## src/common/acf_pkg.sv

```systemverilog
// shared constants for the converter configuration and result formatting block
package acf_pkg;
    // register offsets on the plain register port
    localparam logic [2:0] ACF_OFF_CONTROL = 3'h0;
    localparam logic [2:0] ACF_OFF_CONFIG = 3'h1;
    localparam logic [2:0] ACF_OFF_RES_HI = 3'h2;
    localparam logic [2:0] ACF_OFF_RES_LO = 3'h3;
    localparam logic [2:0] ACF_OFF_IRQ_STAT = 3'h4;
    localparam logic [2:0] ACF_OFF_IRQ_MASK = 3'h5;
    // configuration field positions
    localparam int ACF_CFG_JUST_BIT = 7;
    localparam int ACF_CFG_CS_LSB = 4;
    localparam int ACF_CFG_REF_LSB = 0;
    localparam logic [7:0] ACF_CFG_WMASK = 8'hf3;
    localparam logic [7:0] ACF_CFG_RESET = 8'h00;
    // control field positions
    localparam int ACF_CTL_ON_BIT = 0;
    localparam int ACF_CTL_GO_BIT = 1;
    localparam int ACF_CTL_CH_LSB = 2;
    localparam logic [7:0] ACF_CTL_WMASK = 8'h7f;
    localparam logic [7:0] ACF_CTL_RESET = 8'h00;
    // interrupt status bit
    localparam int ACF_IRQ_DONE_BIT = 0;
    localparam logic [7:0] ACF_IRQ_RESET = 8'h00;
    // positive reference codes
    localparam logic [1:0] ACF_REF_SUPPLY = 2'h0;
    localparam logic [1:0] ACF_REF_EXT_PIN = 2'h2;
    localparam logic [1:0] ACF_REF_FIXED = 2'h3;
    // number of result bits
    localparam int ACF_RES_BITS = 10;
    localparam logic [3:0] ACF_LAST_BIT = 4'h9;
    // conversion clock selection
    typedef enum {ACF_SRC_DIV, ACF_SRC_RC} acf_src_t;

    // half period (in system clocks) of the divided conversion clock, 0 = rc
    function automatic logic [5:0] acf_half_div(input logic [2:0] code);
        case (code)
            3'h0: acf_half_div = 6'h01;
            3'h1: acf_half_div = 6'h04;
            3'h2: acf_half_div = 6'h10;
            3'h4: acf_half_div = 6'h02;
            3'h5: acf_half_div = 6'h08;
            3'h6: acf_half_div = 6'h20;
            default: acf_half_div = 6'h00;
        endcase
    endfunction
endpackage

```

## src/rtl/acf_clk_div.sv

```systemverilog
// conversion clock divider with rc oscillator bypass
`timescale 1ns/1ps
module acf_clk_div
    import acf_pkg::*;
(
    // clock and reset
    input wire logic i_ref_clk,
    input wire logic i_rst,
    // selection
    input wire logic [2:0] i_sel,
    input wire logic i_rc_tick,
    // conversion clock tick
    output logic o_tick,
    output logic o_use_rc
);
    logic [5:0] cnt_reg;
    logic [5:0] half;

    assign half = acf_half_div(i_sel);

    always_ff @(posedge i_ref_clk)
    begin
        if (i_rst)
        begin
            cnt_reg <= 6'h00;
            o_tick <= 1'b0;
            o_use_rc <= 1'b0;
        end
        else
        begin
            o_use_rc <= (half == 6'h00);
            if (half == 6'h00)
            begin
                cnt_reg <= 6'h00;
                o_tick <= i_rc_tick;
            end
            else if ({1'b0, cnt_reg} + 7'h01 >= {half, 1'b0})
            begin
                cnt_reg <= 6'h00;
                o_tick <= 1'b1;
            end
            else
            begin
                cnt_reg <= cnt_reg + 6'h01;
                o_tick <= 1'b0;
            end
        end
    end
endmodule

```

## src/rtl/acf_result_reg.sv

```systemverilog
// two-byte result storage with formatting on load
`timescale 1ns/1ps
module acf_result_reg
    import acf_pkg::*;
(
    // clock
    input wire logic i_ref_clk,
    // hardware load
    input wire logic i_load,
    input wire logic [9:0] i_value,
    input wire logic i_right,
    // software writes
    input wire logic i_wr_hi,
    input wire logic i_wr_lo,
    input wire logic [7:0] i_wdata,
    // stored bytes
    output logic [7:0] o_hi,
    output logic [7:0] o_lo
);
    // no reset: contents survive every reset
    always_ff @(posedge i_ref_clk)
    begin
        if (i_load)
        begin
            if (i_right)
            begin
                o_hi <= {6'h00, i_value[9:8]};
                o_lo <= i_value[7:0];
            end
            else
            begin
                o_hi <= i_value[9:2];
                o_lo <= {i_value[1:0], 6'h00};
            end
        end
        else
        begin
            if (i_wr_hi)
            begin
                o_hi <= i_wdata;
            end
            if (i_wr_lo)
            begin
                o_lo <= i_wdata;
            end
        end
    end
endmodule

```

## src/rtl/acf_top.sv

```systemverilog
// converter configuration, sequencing and result formatting
// Function
// - right justify zeroes high byte upper six
// - left justify zeroes low byte lower six
// - clock select divides system clock
// - codes 011 and 111 pick rc oscillator
// - reference field selects supply, pin, fixed
// - config bits 3 and 2 read zero
// - left mode places result bits high first
// - right mode places high two bits low
// - result bytes software writable, reset keeps
// - config fields clear on every reset
// - done clears busy, flags, loads result
// - early abort loads partial, fills last bit
`timescale 1ns/1ps
module acf_top
    import acf_pkg::*;
(
    // clock and reset
    input wire logic i_ref_clk,
    input wire logic i_rst,
    // register port
    input wire logic [2:0] i_addr,
    input wire logic [7:0] i_wdata,
    input wire logic i_wr,
    input wire logic i_rd,
    output logic [7:0] o_rdata,
    // analog core
    input wire logic i_rc_tick,
    input wire logic i_cmp,
    output logic o_conv_clk,
    output logic o_use_rc,
    output logic [1:0] o_pos_ref,
    output logic [4:0] o_channel,
    output logic o_sample,
    output logic [9:0] o_trial,
    // interrupt
    output logic o_irq
);
    typedef enum {ACF_IDLE, ACF_SAMPLE, ACF_CONV} acf_state_t;

    logic [7:0] config_reg;
    logic [7:0] control_reg;
    logic [7:0] irq_stat_reg;
    logic [7:0] irq_mask_reg;
    logic [9:0] sar_reg;
    logic [3:0] bit_reg;
    logic last_bit_reg;
    logic any_done_reg;
    acf_state_t state_reg;
    logic tick;
    logic use_rc;
    logic [7:0] res_hi;
    logic [7:0] res_lo;
    logic load;
    logic [9:0] load_value;
    logic done;
    logic abort;
    logic wr_ctl;
    logic go_bit;

    assign wr_ctl = i_wr && (i_addr == ACF_OFF_CONTROL);
    assign go_bit = control_reg[ACF_CTL_GO_BIT];

    acf_clk_div u_div (
        .i_ref_clk(i_ref_clk),
        .i_rst(i_rst),
        .i_sel(config_reg[ACF_CFG_CS_LSB +: 3]),
        .i_rc_tick(i_rc_tick),
        .o_tick(tick),
        .o_use_rc(use_rc)
    );

    // fill unconverted bits with the last decided bit
    function automatic logic [9:0] acf_partial(input logic [9:0] v, input logic [3:0] pos,
        input logic fill);
        logic [9:0] r;
        r = v;
        for (int k = 0; k < ACF_RES_BITS; k++)
        begin
            if (k[3:0] <= pos)
            begin
                r[k] = fill;
            end
        end
        acf_partial = r;
    endfunction

    assign done = (state_reg == ACF_CONV) && tick && (bit_reg == 4'h0) && go_bit;
    assign abort = (state_reg == ACF_CONV) && !go_bit;
    assign load = done || abort;
    assign load_value = done ? (sar_reg | (i_cmp ? 10'h001 : 10'h000)) & ~10'h000
        : acf_partial(sar_reg, bit_reg, last_bit_reg);

    acf_result_reg u_res (
        .i_ref_clk(i_ref_clk),
        .i_load(load),
        .i_value(load_value),
        .i_right(config_reg[ACF_CFG_JUST_BIT]),
        .i_wr_hi(i_wr && (i_addr == ACF_OFF_RES_HI)),
        .i_wr_lo(i_wr && (i_addr == ACF_OFF_RES_LO)),
        .i_wdata(i_wdata),
        .o_hi(res_hi),
        .o_lo(res_lo)
    );

    // configuration register
    always_ff @(posedge i_ref_clk)
    begin
        if (i_rst)
        begin
            config_reg <= ACF_CFG_RESET;
        end
        else if (i_wr && (i_addr == ACF_OFF_CONFIG))
        begin
            config_reg <= i_wdata & ACF_CFG_WMASK;
        end
    end

    // control register; hardware clears go on completion
    always_ff @(posedge i_ref_clk)
    begin
        if (i_rst)
        begin
            control_reg <= ACF_CTL_RESET;
        end
        else if (wr_ctl)
        begin
            control_reg <= i_wdata & ACF_CTL_WMASK;
        end
        else if (done || !control_reg[ACF_CTL_ON_BIT])
        begin
            control_reg[ACF_CTL_GO_BIT] <= 1'b0;
        end
    end

    // successive approximation sequencer
    always_ff @(posedge i_ref_clk)
    begin
        if (i_rst)
        begin
            state_reg <= ACF_IDLE;
            sar_reg <= 10'h000;
            bit_reg <= ACF_LAST_BIT;
            last_bit_reg <= 1'b0;
        end
        else
        begin
            case (state_reg)
                ACF_IDLE:
                begin
                    if (go_bit && control_reg[ACF_CTL_ON_BIT] && !wr_ctl)
                    begin
                        state_reg <= ACF_SAMPLE;
                    end
                end
                ACF_SAMPLE:
                begin
                    if (!go_bit)
                    begin
                        state_reg <= ACF_IDLE;
                    end
                    else if (tick)
                    begin
                        state_reg <= ACF_CONV;
                        sar_reg <= 10'h000;
                        bit_reg <= ACF_LAST_BIT;
                        last_bit_reg <= 1'b0;
                    end
                end
                ACF_CONV:
                begin
                    if (load)
                    begin
                        state_reg <= ACF_IDLE;
                    end
                    else if (tick)
                    begin
                        sar_reg[bit_reg] <= i_cmp;
                        last_bit_reg <= i_cmp;
                        bit_reg <= bit_reg - 4'h1;
                    end
                end
                default:
                begin
                    state_reg <= ACF_IDLE;
                end
            endcase
        end
    end

    // interrupt status, mask and output
    always_ff @(posedge i_ref_clk)
    begin
        if (i_rst)
        begin
            irq_stat_reg <= ACF_IRQ_RESET;
            irq_mask_reg <= ACF_IRQ_RESET;
            o_irq <= 1'b0;
        end
        else
        begin
            if (i_wr && (i_addr == ACF_OFF_IRQ_MASK))
            begin
                irq_mask_reg <= i_wdata;
            end
            if (done)
            begin
                irq_stat_reg[ACF_IRQ_DONE_BIT] <= 1'b1;
            end
            else if (i_rd && (i_addr == ACF_OFF_IRQ_STAT))
            begin
                irq_stat_reg <= ACF_IRQ_RESET;
            end
            o_irq <= |(irq_stat_reg & irq_mask_reg);
        end
    end

    // read port and analog side outputs
    always_ff @(posedge i_ref_clk)
    begin
        if (i_rst)
        begin
            o_rdata <= 8'h00;
            o_conv_clk <= 1'b0;
            o_use_rc <= 1'b0;
            o_pos_ref <= ACF_REF_SUPPLY;
            o_channel <= 5'h00;
            o_sample <= 1'b0;
            o_trial <= 10'h000;
            any_done_reg <= 1'b0;
        end
        else
        begin
            o_rdata <= 8'h00;
            if (i_rd)
            begin
                case (i_addr)
                    ACF_OFF_CONTROL: o_rdata <= control_reg;
                    ACF_OFF_CONFIG: o_rdata <= config_reg;
                    ACF_OFF_RES_HI: o_rdata <= res_hi;
                    ACF_OFF_RES_LO: o_rdata <= res_lo;
                    ACF_OFF_IRQ_STAT: o_rdata <= irq_stat_reg;
                    ACF_OFF_IRQ_MASK: o_rdata <= irq_mask_reg;
                    default: o_rdata <= 8'h00;
                endcase
            end
            o_conv_clk <= tick;
            o_use_rc <= use_rc;
            o_pos_ref <= config_reg[ACF_CFG_REF_LSB +: 2];
            o_channel <= control_reg[ACF_CTL_CH_LSB +: 5];
            o_sample <= (state_reg == ACF_SAMPLE) || (state_reg == ACF_IDLE);
            o_trial <= sar_reg | (state_reg == ACF_CONV ? (10'h001 << bit_reg) : 10'h000);
            any_done_reg <= any_done_reg || load;
        end
    end
endmodule

```

## config.mk

```make
export PLATFORM = sky130hd
export DESIGN_NAME = acf_top
export DESIGN_NICKNAME = d
export VERILOG_FILES = /design/src/common/acf_pkg.sv /design/src/rtl/acf_clk_div.sv /design/src/rtl/acf_result_reg.sv /design/src/rtl/acf_top.sv
export SDC_FILE = /design/constraint.sdc
export NUM_CORES = 1
export LEC_CHECK = 0
export ABC_CLOCK_PERIOD_IN_PS = 3000
export BUFFER_PORTS_ARGS = -buffer_cell sky130_fd_sc_hd__buf_2
export CORE_MARGIN = 2
export CORE_UTILIZATION = 50
export DETAILED_ROUTE_END_ITERATION = 7
export PLACE_DENSITY = 0.68
export SYNTH_ARGS = -nofsm -noshare
export SYNTH_HDL_FRONTEND = slang
export SYNTH_HIERARCHICAL = 1
export SYNTH_SLANG_ARGS = --single-unit
```

## constraint.sdc

```tcl
create_clock -name i_ref_clk -period 3 [get_ports i_ref_clk]
set_clock_uncertainty 0.15 [all_clocks]
set_input_delay 0.6 -clock i_ref_clk [delete_from_list [all_inputs] [get_ports i_ref_clk]]
set_output_delay 0.6 -clock i_ref_clk [all_outputs]
set_load 0.05 [all_outputs]
```

=== Word level (Yosys, flattened, before mapping) ===
Cells that the tools add are included.

* Add/sub/neg operators: 3
* Multiply operators: 0
* Div/mod/pow operators: 0
* Order comparisons: 13
* Equal/unequal tests: 21
* Shift-type cells: 1
* Muxes and demuxes: 50
* Bitwise logic cells: 4
* Reductions and logical operators: 35

{| class="wikitable"
|+ Operators by type and width
! cell !! count
|-
| $mux 32 || 4
|-
| $pmux 32 s3 || 1
|-
| $eq 32x2->1 const B || 2
|-
| $logic_not 32->1 || 2
|-
| $mux 10 || 6
|-
| $mux 8 || 6
|-
| $pmux 8 s6 || 1
|-
| $pmux 6 s6 || 1
|-
| $eq 32x1->1 const B || 1
|-
| $eq 32x3->1 const B || 1
|-
| $mux 1 || 22
|-
| $pmux 10 s2 || 1
|-
| $le 3x4->1 const A || 4
|-
| $mux 4 || 4
|-
| $eq 3x3->1 const B || 5
|-
| $logic_and 1x1->1 || 13
|-
| $bwmux 10 || 1
|-
| $or 10x1->10 || 1
|-
| $or 10x10->10 || 1
|-
| $reduce_bool 2->1 || 5
|-
| $shl 1x4->10 const A || 1
|-
| $eq 3x2->1 const B || 3
|-
| $and 1x8->8 || 1
|-
| $le 1x4->1 const A || 2
|-
| other kinds (26) || 38
|}

* Flip-flop bits (word level): 122
* Bits in latches: 0
* Bits in writable memories: 0
* Memory bits (read-only): 0
* Output and inout bits: 29
* Logic and storage cells: 149
* Memories kept: 0

=== Longest topological paths before layout ===
* Depth in word-level cells: 8
* Depth in mapped cells: 8
* Gate-level depth less buffers: 7

=== By module ===
Netlist, hierarchy kept.

{| class="wikitable"
|+ By module, submodules not included
! module !! instances !! cells an instance !! area an instance (µm²)
|-
| acf_top || 1 || 359 || 3295.7
|-
| acf_result_reg || 1 || 52 || 742.0
|-
| acf_clk_div || 1 || 55 || 511.7
|}

=== Worst setup path before layout ===
No wires, ideal clock.

* Kind: reg-to-reg
* Start point: register bit_reg[0]
* End point: register u_res.o_hi[0], enable pin
* Library setup time: 0.309 ns
* Data arrival time: 1.876 ns
* Data required time: 2.541 ns
* Slack: 0.665 ns
* Stages on the path, launching flop included: 8
* Period minus slack after synthesis: 2.335 ns
* Cell sequence: dfxtp_1 -> inv_1 -> ha_1 -> nor3b_4 -> nand2_1 -> o21ai_0 -> buf_4 -> or2_2

* Cells in the longest elaborated chain, start to end: 5

{| class="wikitable"
|+ RTL lines
! element !! RTL line !! text
|-
| start: declaration || acf_top.sv:47 || <nowiki>logic [3:0] bit_reg;</nowiki>
|-
| start signal: assignment || acf_top.sv:181 || <nowiki>bit_reg <= bit_reg - 4'h1;</nowiki>
|-
| $logic_not 4->1 || acf_top.sv:89 || <nowiki>assign done = (state_reg == ACF_CONV) && tick && (bit_reg == 4'h0) && go_bit;</nowiki>
|-
| $logic_and 1x1->1 (2 in a row) || acf_top.sv:89 ||
|-
| $logic_or 1x1->1 || acf_top.sv:91 || <nowiki>assign load = done || abort;</nowiki>
|-
| via load || acf_top.sv:55 || <nowiki>logic load;</nowiki>
|-
| $reduce_bool 2->1 (no line) || n/a ||
|-
| end signal: assignment || acf_result_reg.sv:27 || <nowiki>o_hi <= {6'h00, i_value[9:8]};</nowiki>
|-
| end signal: assignment || acf_result_reg.sv:32 || <nowiki>o_hi <= i_value[9:2];</nowiki>
|-
| end signal: assignment || acf_result_reg.sv:40 || <nowiki>o_hi <= i_wdata;</nowiki>
|-
| end: declaration || acf_result_reg.sv:17 || <nowiki>output logic [7:0] o_hi,</nowiki>
|}

The timed path passes the listed nets, and every way through them passes these cells.
A chain may end at the register's enable or synchronous reset.

=== Worst setup path after layout ===
* Start point: register bit_reg[1]
* End point: register u_res.o_lo[0] (data pin)

* Elaborated cells on any way between the ends: 9

{| class="wikitable"
|+ RTL lines
! element !! RTL line !! text
|-
| $logic_not 4->1 || acf_top.sv:89 ||
|-
| $logic_and 1x1->1 (2 in a row) || acf_top.sv:89 ||
|-
| $logic_or 1x1->1 || acf_top.sv:91 ||
|-
| via load || acf_top.sv:55 ||
|-
| $mux 8 || acf_result_reg.sv:23 || <nowiki>if (i_load)</nowiki>
|-
| end signal: assignment || acf_result_reg.sv:28 || <nowiki>o_lo <= i_value[7:0];</nowiki>
|-
| end signal: assignment || acf_result_reg.sv:33 || <nowiki>o_lo <= {i_value[1:0], 6'h00};</nowiki>
|-
| end signal: assignment || acf_result_reg.sv:44 || <nowiki>o_lo <= i_wdata;</nowiki>
|-
| end: declaration || acf_result_reg.sv:18 || <nowiki>output logic [7:0] o_lo</nowiki>
|}

The timed path passes the listed nets, and every way through them passes these cells.

==> metrics.txt <==
# TYPE chip_impl_metric gauge
chip_impl_info{name="rsz0062_at_grt",value="false"} 1
chip_impl_metric{name="post-layout-total-power",unit="uW"} 2405
chip_impl_metric{name="synthCells",unit=""} 466
chip_impl_metric{name="drtPass1Iterations",unit=""} 6
chip_impl_metric{name="final.min_clock_period",unit="ps"} 2578
chip_impl_metric{name="synth_area_per_cell",unit="um2"} 9.763
chip_impl_info{name="hp-class",value="reg -> reg"} 1
chip_impl_metric{name="worstPathArrival",unit="ps"} 2670
chip_impl_metric{name="hold_ws",unit="ps"} 308.3
chip_impl_metric{name="avgRoutedWirePerCell",unit="um"} 17.31
chip_impl_metric{name="n_antenna_cell",unit=""} 0
chip_impl_metric{name="synth_compound_area_share",unit="%"} 15.57
chip_impl_info{name="cts_root_buf",value="clkbuf_8"} 1
chip_impl_metric{name="fin_setup_tns",unit="ps"} 0
chip_impl_info{name="cp_cell_sequence",value="inv_1, ha_1, nor3b_4, nand2_1, o21ai_0, buf_4, and2_1, a22o_1"} 1
chip_impl_metric{name="wl",unit="mm"} 10.53
chip_impl_metric{name="global_route_wire_length_before_repair",unit="mm"} 17.44
chip_impl_metric{name="core_footprint",unit="um2"} 8763
chip_impl_metric{name="share_of_synthesized_registers_carrying_an_async_set_or_reset",unit="%"} 0
chip_impl_info{name="outcome",value="completed"} 1
chip_impl_metric{name="yosys_warnings",unit=""} 6
chip_impl_metric{name="synth_simple_gate_area_share",unit="%"} 22.74
chip_impl_metric{name="grt_usage",unit="%"} 22.18
chip_impl_metric{name="worst_slew_margin_rel",unit="%"} 44.96
chip_impl_metric{name="final_hold_viol_count",unit=""} 0
chip_impl_metric{name="p_int",unit="uW"} 1723
chip_impl_metric{name="power_density",unit="nW/um2"} 483.5
chip_impl_metric{name="cts.repair.resized",unit=""} 0
chip_impl_metric{name="dp_hpwl",unit="mm"} 7.583
chip_impl_metric{name="placement_stage_cell_area",unit="um2"} 4782
chip_impl_metric{name="timing.max_cap.violations",unit=""} 0
chip_impl_metric{name="grt_overflow",unit=""} 0
chip_impl_metric{name="die_height",unit="um"} 99.39
chip_impl_metric{name="fp-row-count",unit=""} 34
chip_impl_metric{name="cts.clk_slew.worst_paths",unit="ps"} 100
chip_impl_metric{name="synthMuxAreaShare",unit="%"} 8.223
chip_impl_metric{name="start_util",unit="%"} 51.91
chip_impl_metric{name="drt.antenna.violating_nets",unit=""} 0
chip_impl_metric{name="cts_hold_repair.buffers",unit=""} 0
chip_impl_metric{name="power.share.switching",unit="%"} 28.35
chip_impl_metric{name="floorplan.die.width",unit="um"} 99.39
chip_impl_metric{name="post_synth_edffs",unit=""} 16
chip_impl_metric{name="worst_skew_pair.late_latency",unit="ps"} 370
chip_impl_metric{name="r2r_setup_slack",unit="ps"} 420
chip_impl_metric{name="timing_max_transition_violations_final",unit=""} 0
chip_impl_metric{name="share_of_total_power_in_sequential_cells",unit="%"} 54.9
chip_impl_info{name="clock_tree_from_tritoncts",value="yes"} 1
chip_impl_metric{name="initialDrtViolationCount",unit=""} 174
chip_impl_metric{name="postSynthRegisterBits",unit=""} 92
chip_impl_metric{name="synth_seq_area_share",unit="%"} 44.00
chip_impl_metric{name="buffer_ports.inserted",unit=""} 45
chip_impl_metric{name="place_congestion",unit=""} 0.8827
chip_impl_metric{name="detail_route.vias_per_cell",unit=""} 5.914
chip_impl_metric{name="final_nets",unit=""} 526
chip_impl_metric{name="comb_power_share",unit="%"} 11.3
chip_impl_info{name="cpMaxStageDelayCell",value="nor3b_4"} 1
chip_impl_info{name="synth_top_family_by_area",value="simple AND/OR/NAND/NOR gates"} 1
chip_impl_metric{name="path_max_fanout",unit=""} 17
chip_impl_metric{name="final_min_period_over_clock_period",unit="%"} 85.93
chip_impl_metric{name="synth-adder-area-share",unit="%"} 3.850
chip_impl_info{name="start_kind",value="register"} 1
chip_impl_metric{name="syn-num-nets",unit=""} 497
chip_impl_metric{name="grt_pass1_vias",unit=""} 3544
chip_impl_metric{name="static-leakage-power",unit="uW"} 0.001922
chip_impl_metric{name="design.die.area",unit="um2"} 9877
chip_impl_metric{name="vdd_ir_drop_max",unit="mV"} 0.2137
chip_impl_metric{name="fraction_of_layout_instances_using_a_drive_strength_above_1",unit="%"} 21.00
chip_impl_metric{name="cts_buffer_depth",unit=""} 2
chip_impl_metric{name="worst_slew_pin_slew",unit="ps"} 825.6
chip_impl_metric{name="portion_of_total_power_attributed_to_the_clock_network",unit="%"} 33.8
chip_impl_metric{name="grt_start_max_net_pins",unit=""} 49
chip_impl_metric{name="vias",unit=""} 3596
chip_impl_metric{name="power.net_switching",unit="uW"} 681.9
chip_impl_metric{name="yosys.area_share.xor_xnor",unit="%"} 0.5776
chip_impl_metric{name="syn-cell-area",unit="um2"} 4549
chip_impl_info{name="endpoint_kind",value="register"} 1
chip_impl_metric{name="io_pins",unit=""} 46
chip_impl_metric{name="drc_errors",unit=""} 0
chip_impl_metric{name="antenna_violations_before_repair",unit=""} 0
chip_impl_metric{name="layout.cell_area.non_filler",unit="um2"} 4975
chip_impl_info{name="dominantRegCellSynth",value="dfxtp_1"} 1
chip_impl_metric{name="synth_cell_types",unit=""} 69
chip_impl_metric{name="cts-htree-levels",unit=""} 3
chip_impl_metric{name="cts_buffers",unit=""} 9
chip_impl_metric{name="clock-sinks",unit=""} 92
chip_impl_metric{name="post_cts.repair.setup_buffers",unit=""} 0
chip_impl_info{name="timing.setup.critical_path_class",value="reg -> reg"} 1
chip_impl_metric{name="crit_path_max_incr_delay",unit="ps"} 440
chip_impl_metric{name="report.final.setup_viol",unit=""} 0
chip_impl_metric{name="fmax_achieved",unit="MHz"} 387.9
chip_impl_metric{name="flow.area_growth_from_synthesis",unit="%"} 9.351
chip_impl_metric{name="required",unit="ps"} 3090
## placed cells by master, fill, tap and decap left out, types with 10 or more instances in the layout
master | Yosys | final
o21ai_0 | 11 | 11
nand2_1 | 47 | 47
a21oi_1 | 32 | 32
nor2b_1 | 22 | 22
nor4bb_1 | 11 | 11
ha_1 | 14 | 14
dfxtp_1 | 76 | 76
inv_1 | 13 | 13
nand3_1 | 10 | 10
nor2_1 | 31 | 31
mux2i_1 | 10 | 10
nand2b_1 | 10 | 10
buf_2 | 13 | 45
a31oi_1 | 12 | 12
edfxtp_1 | 16 | 16
mux2_2 | 15 | 15
## metal layers
metal / share of wire, % / vias up / GRT usage [%]
met5: 0 / - / 0
li1: - / 1759 / -
met3: 3.8 / 23 / 4.146
met2: 49 / 84 / 37.58
met4: 2.4 / 0 / 9.378
met1: 44 / 1730 / 27.79
## critical path, delay by kind of cell, from the launching register on
kind	cells	cell delay, ps
flops	1	380
buf+inv	2	360
simple gates	3	900
fa+ha+maj	1	380
compound gates	2	280
## stage by stage
stage / utilization, % / worst slack [ps] / instances
6_report: 56.77 / 422.0 / 608
5_1_grt: 56.77 / 175.6 / 608
3_5_place_dp: 54.57 / 464.2 / 592
2_1_floorplan: - / 664.9 / 466
4_1_cts: 56.77 / 452.2 / 608
3_3_place_gp: 54.57 / 626.1 / 592
## synthesized netlist by cell type, types with 5 or more instances
master,instances,area (um2)
nand2b_1,10,62.56
a22o_1,5,43.79
nand2_1,47,176.4
a32oi_1,5,43.79
nand3b_1,8,60.06
inv_1,13,48.80
mux2i_1,10,100.1
nor2b_1,22,137.6
edfxtp_1,16,480.5
o21ai_0,11,55.05
nor3_1,9,45.04
nor4bb_1,11,110.1
clkbuf_1,12,45.04
nor2_1,31,116.4
dfxtp_1,76,1521
a31oi_1,12,75.07
a21oi_1,32,160.2
a21o_1,9,67.56
nand3_1,10,50.05
buf_2,13,65.06
mux2_2,15,168.9
ha_1,14,175.2
## power groups by stage
stage,clock (uW),sequential [uW],combinational (uW)
after floorplan,0,1360,191
after global placement,0,1350,271
after detailed placement,0,1350,274
after CTS,836,1320,276
after global routing,885,1330,305
final,814,1320,271
## cell type report
type	instances	area, um2
fillers	793	3789
clock inverters	7	68.82
multi-input cells	327	2318
clock buffers	9	123.9
well taps	108	135.1
inverters	13	48.80
flip-flops and latches	92	2002
repair buffers	52	277.8
## worst paths after layout
| path | start | depth (start not counted) | end |
|---|---|---|---|
| max | bit_reg[1] | 8 | u_res/o_lo[0] |
| min | u_div/o_use_rc | 1 | o_use_rc |
| max reg2reg | bit_reg[1] | 8 | u_res/o_lo[0] |
| min reg2reg | u_div/o_use_rc | 1 | o_use_rc |
## kinds of logic after synthesis
logic type               count (synthesis)
adder cells (fa/ha/maj)                 14
multiplexers                            30
XOR/XNOR                                 3
AO/OA/AOI/OAI                          101
AND/OR/NAND/NOR                        179
flip-flops                              92
buffers and inverters                   47
Note: power is estimated with default switching activity, not from simulation.
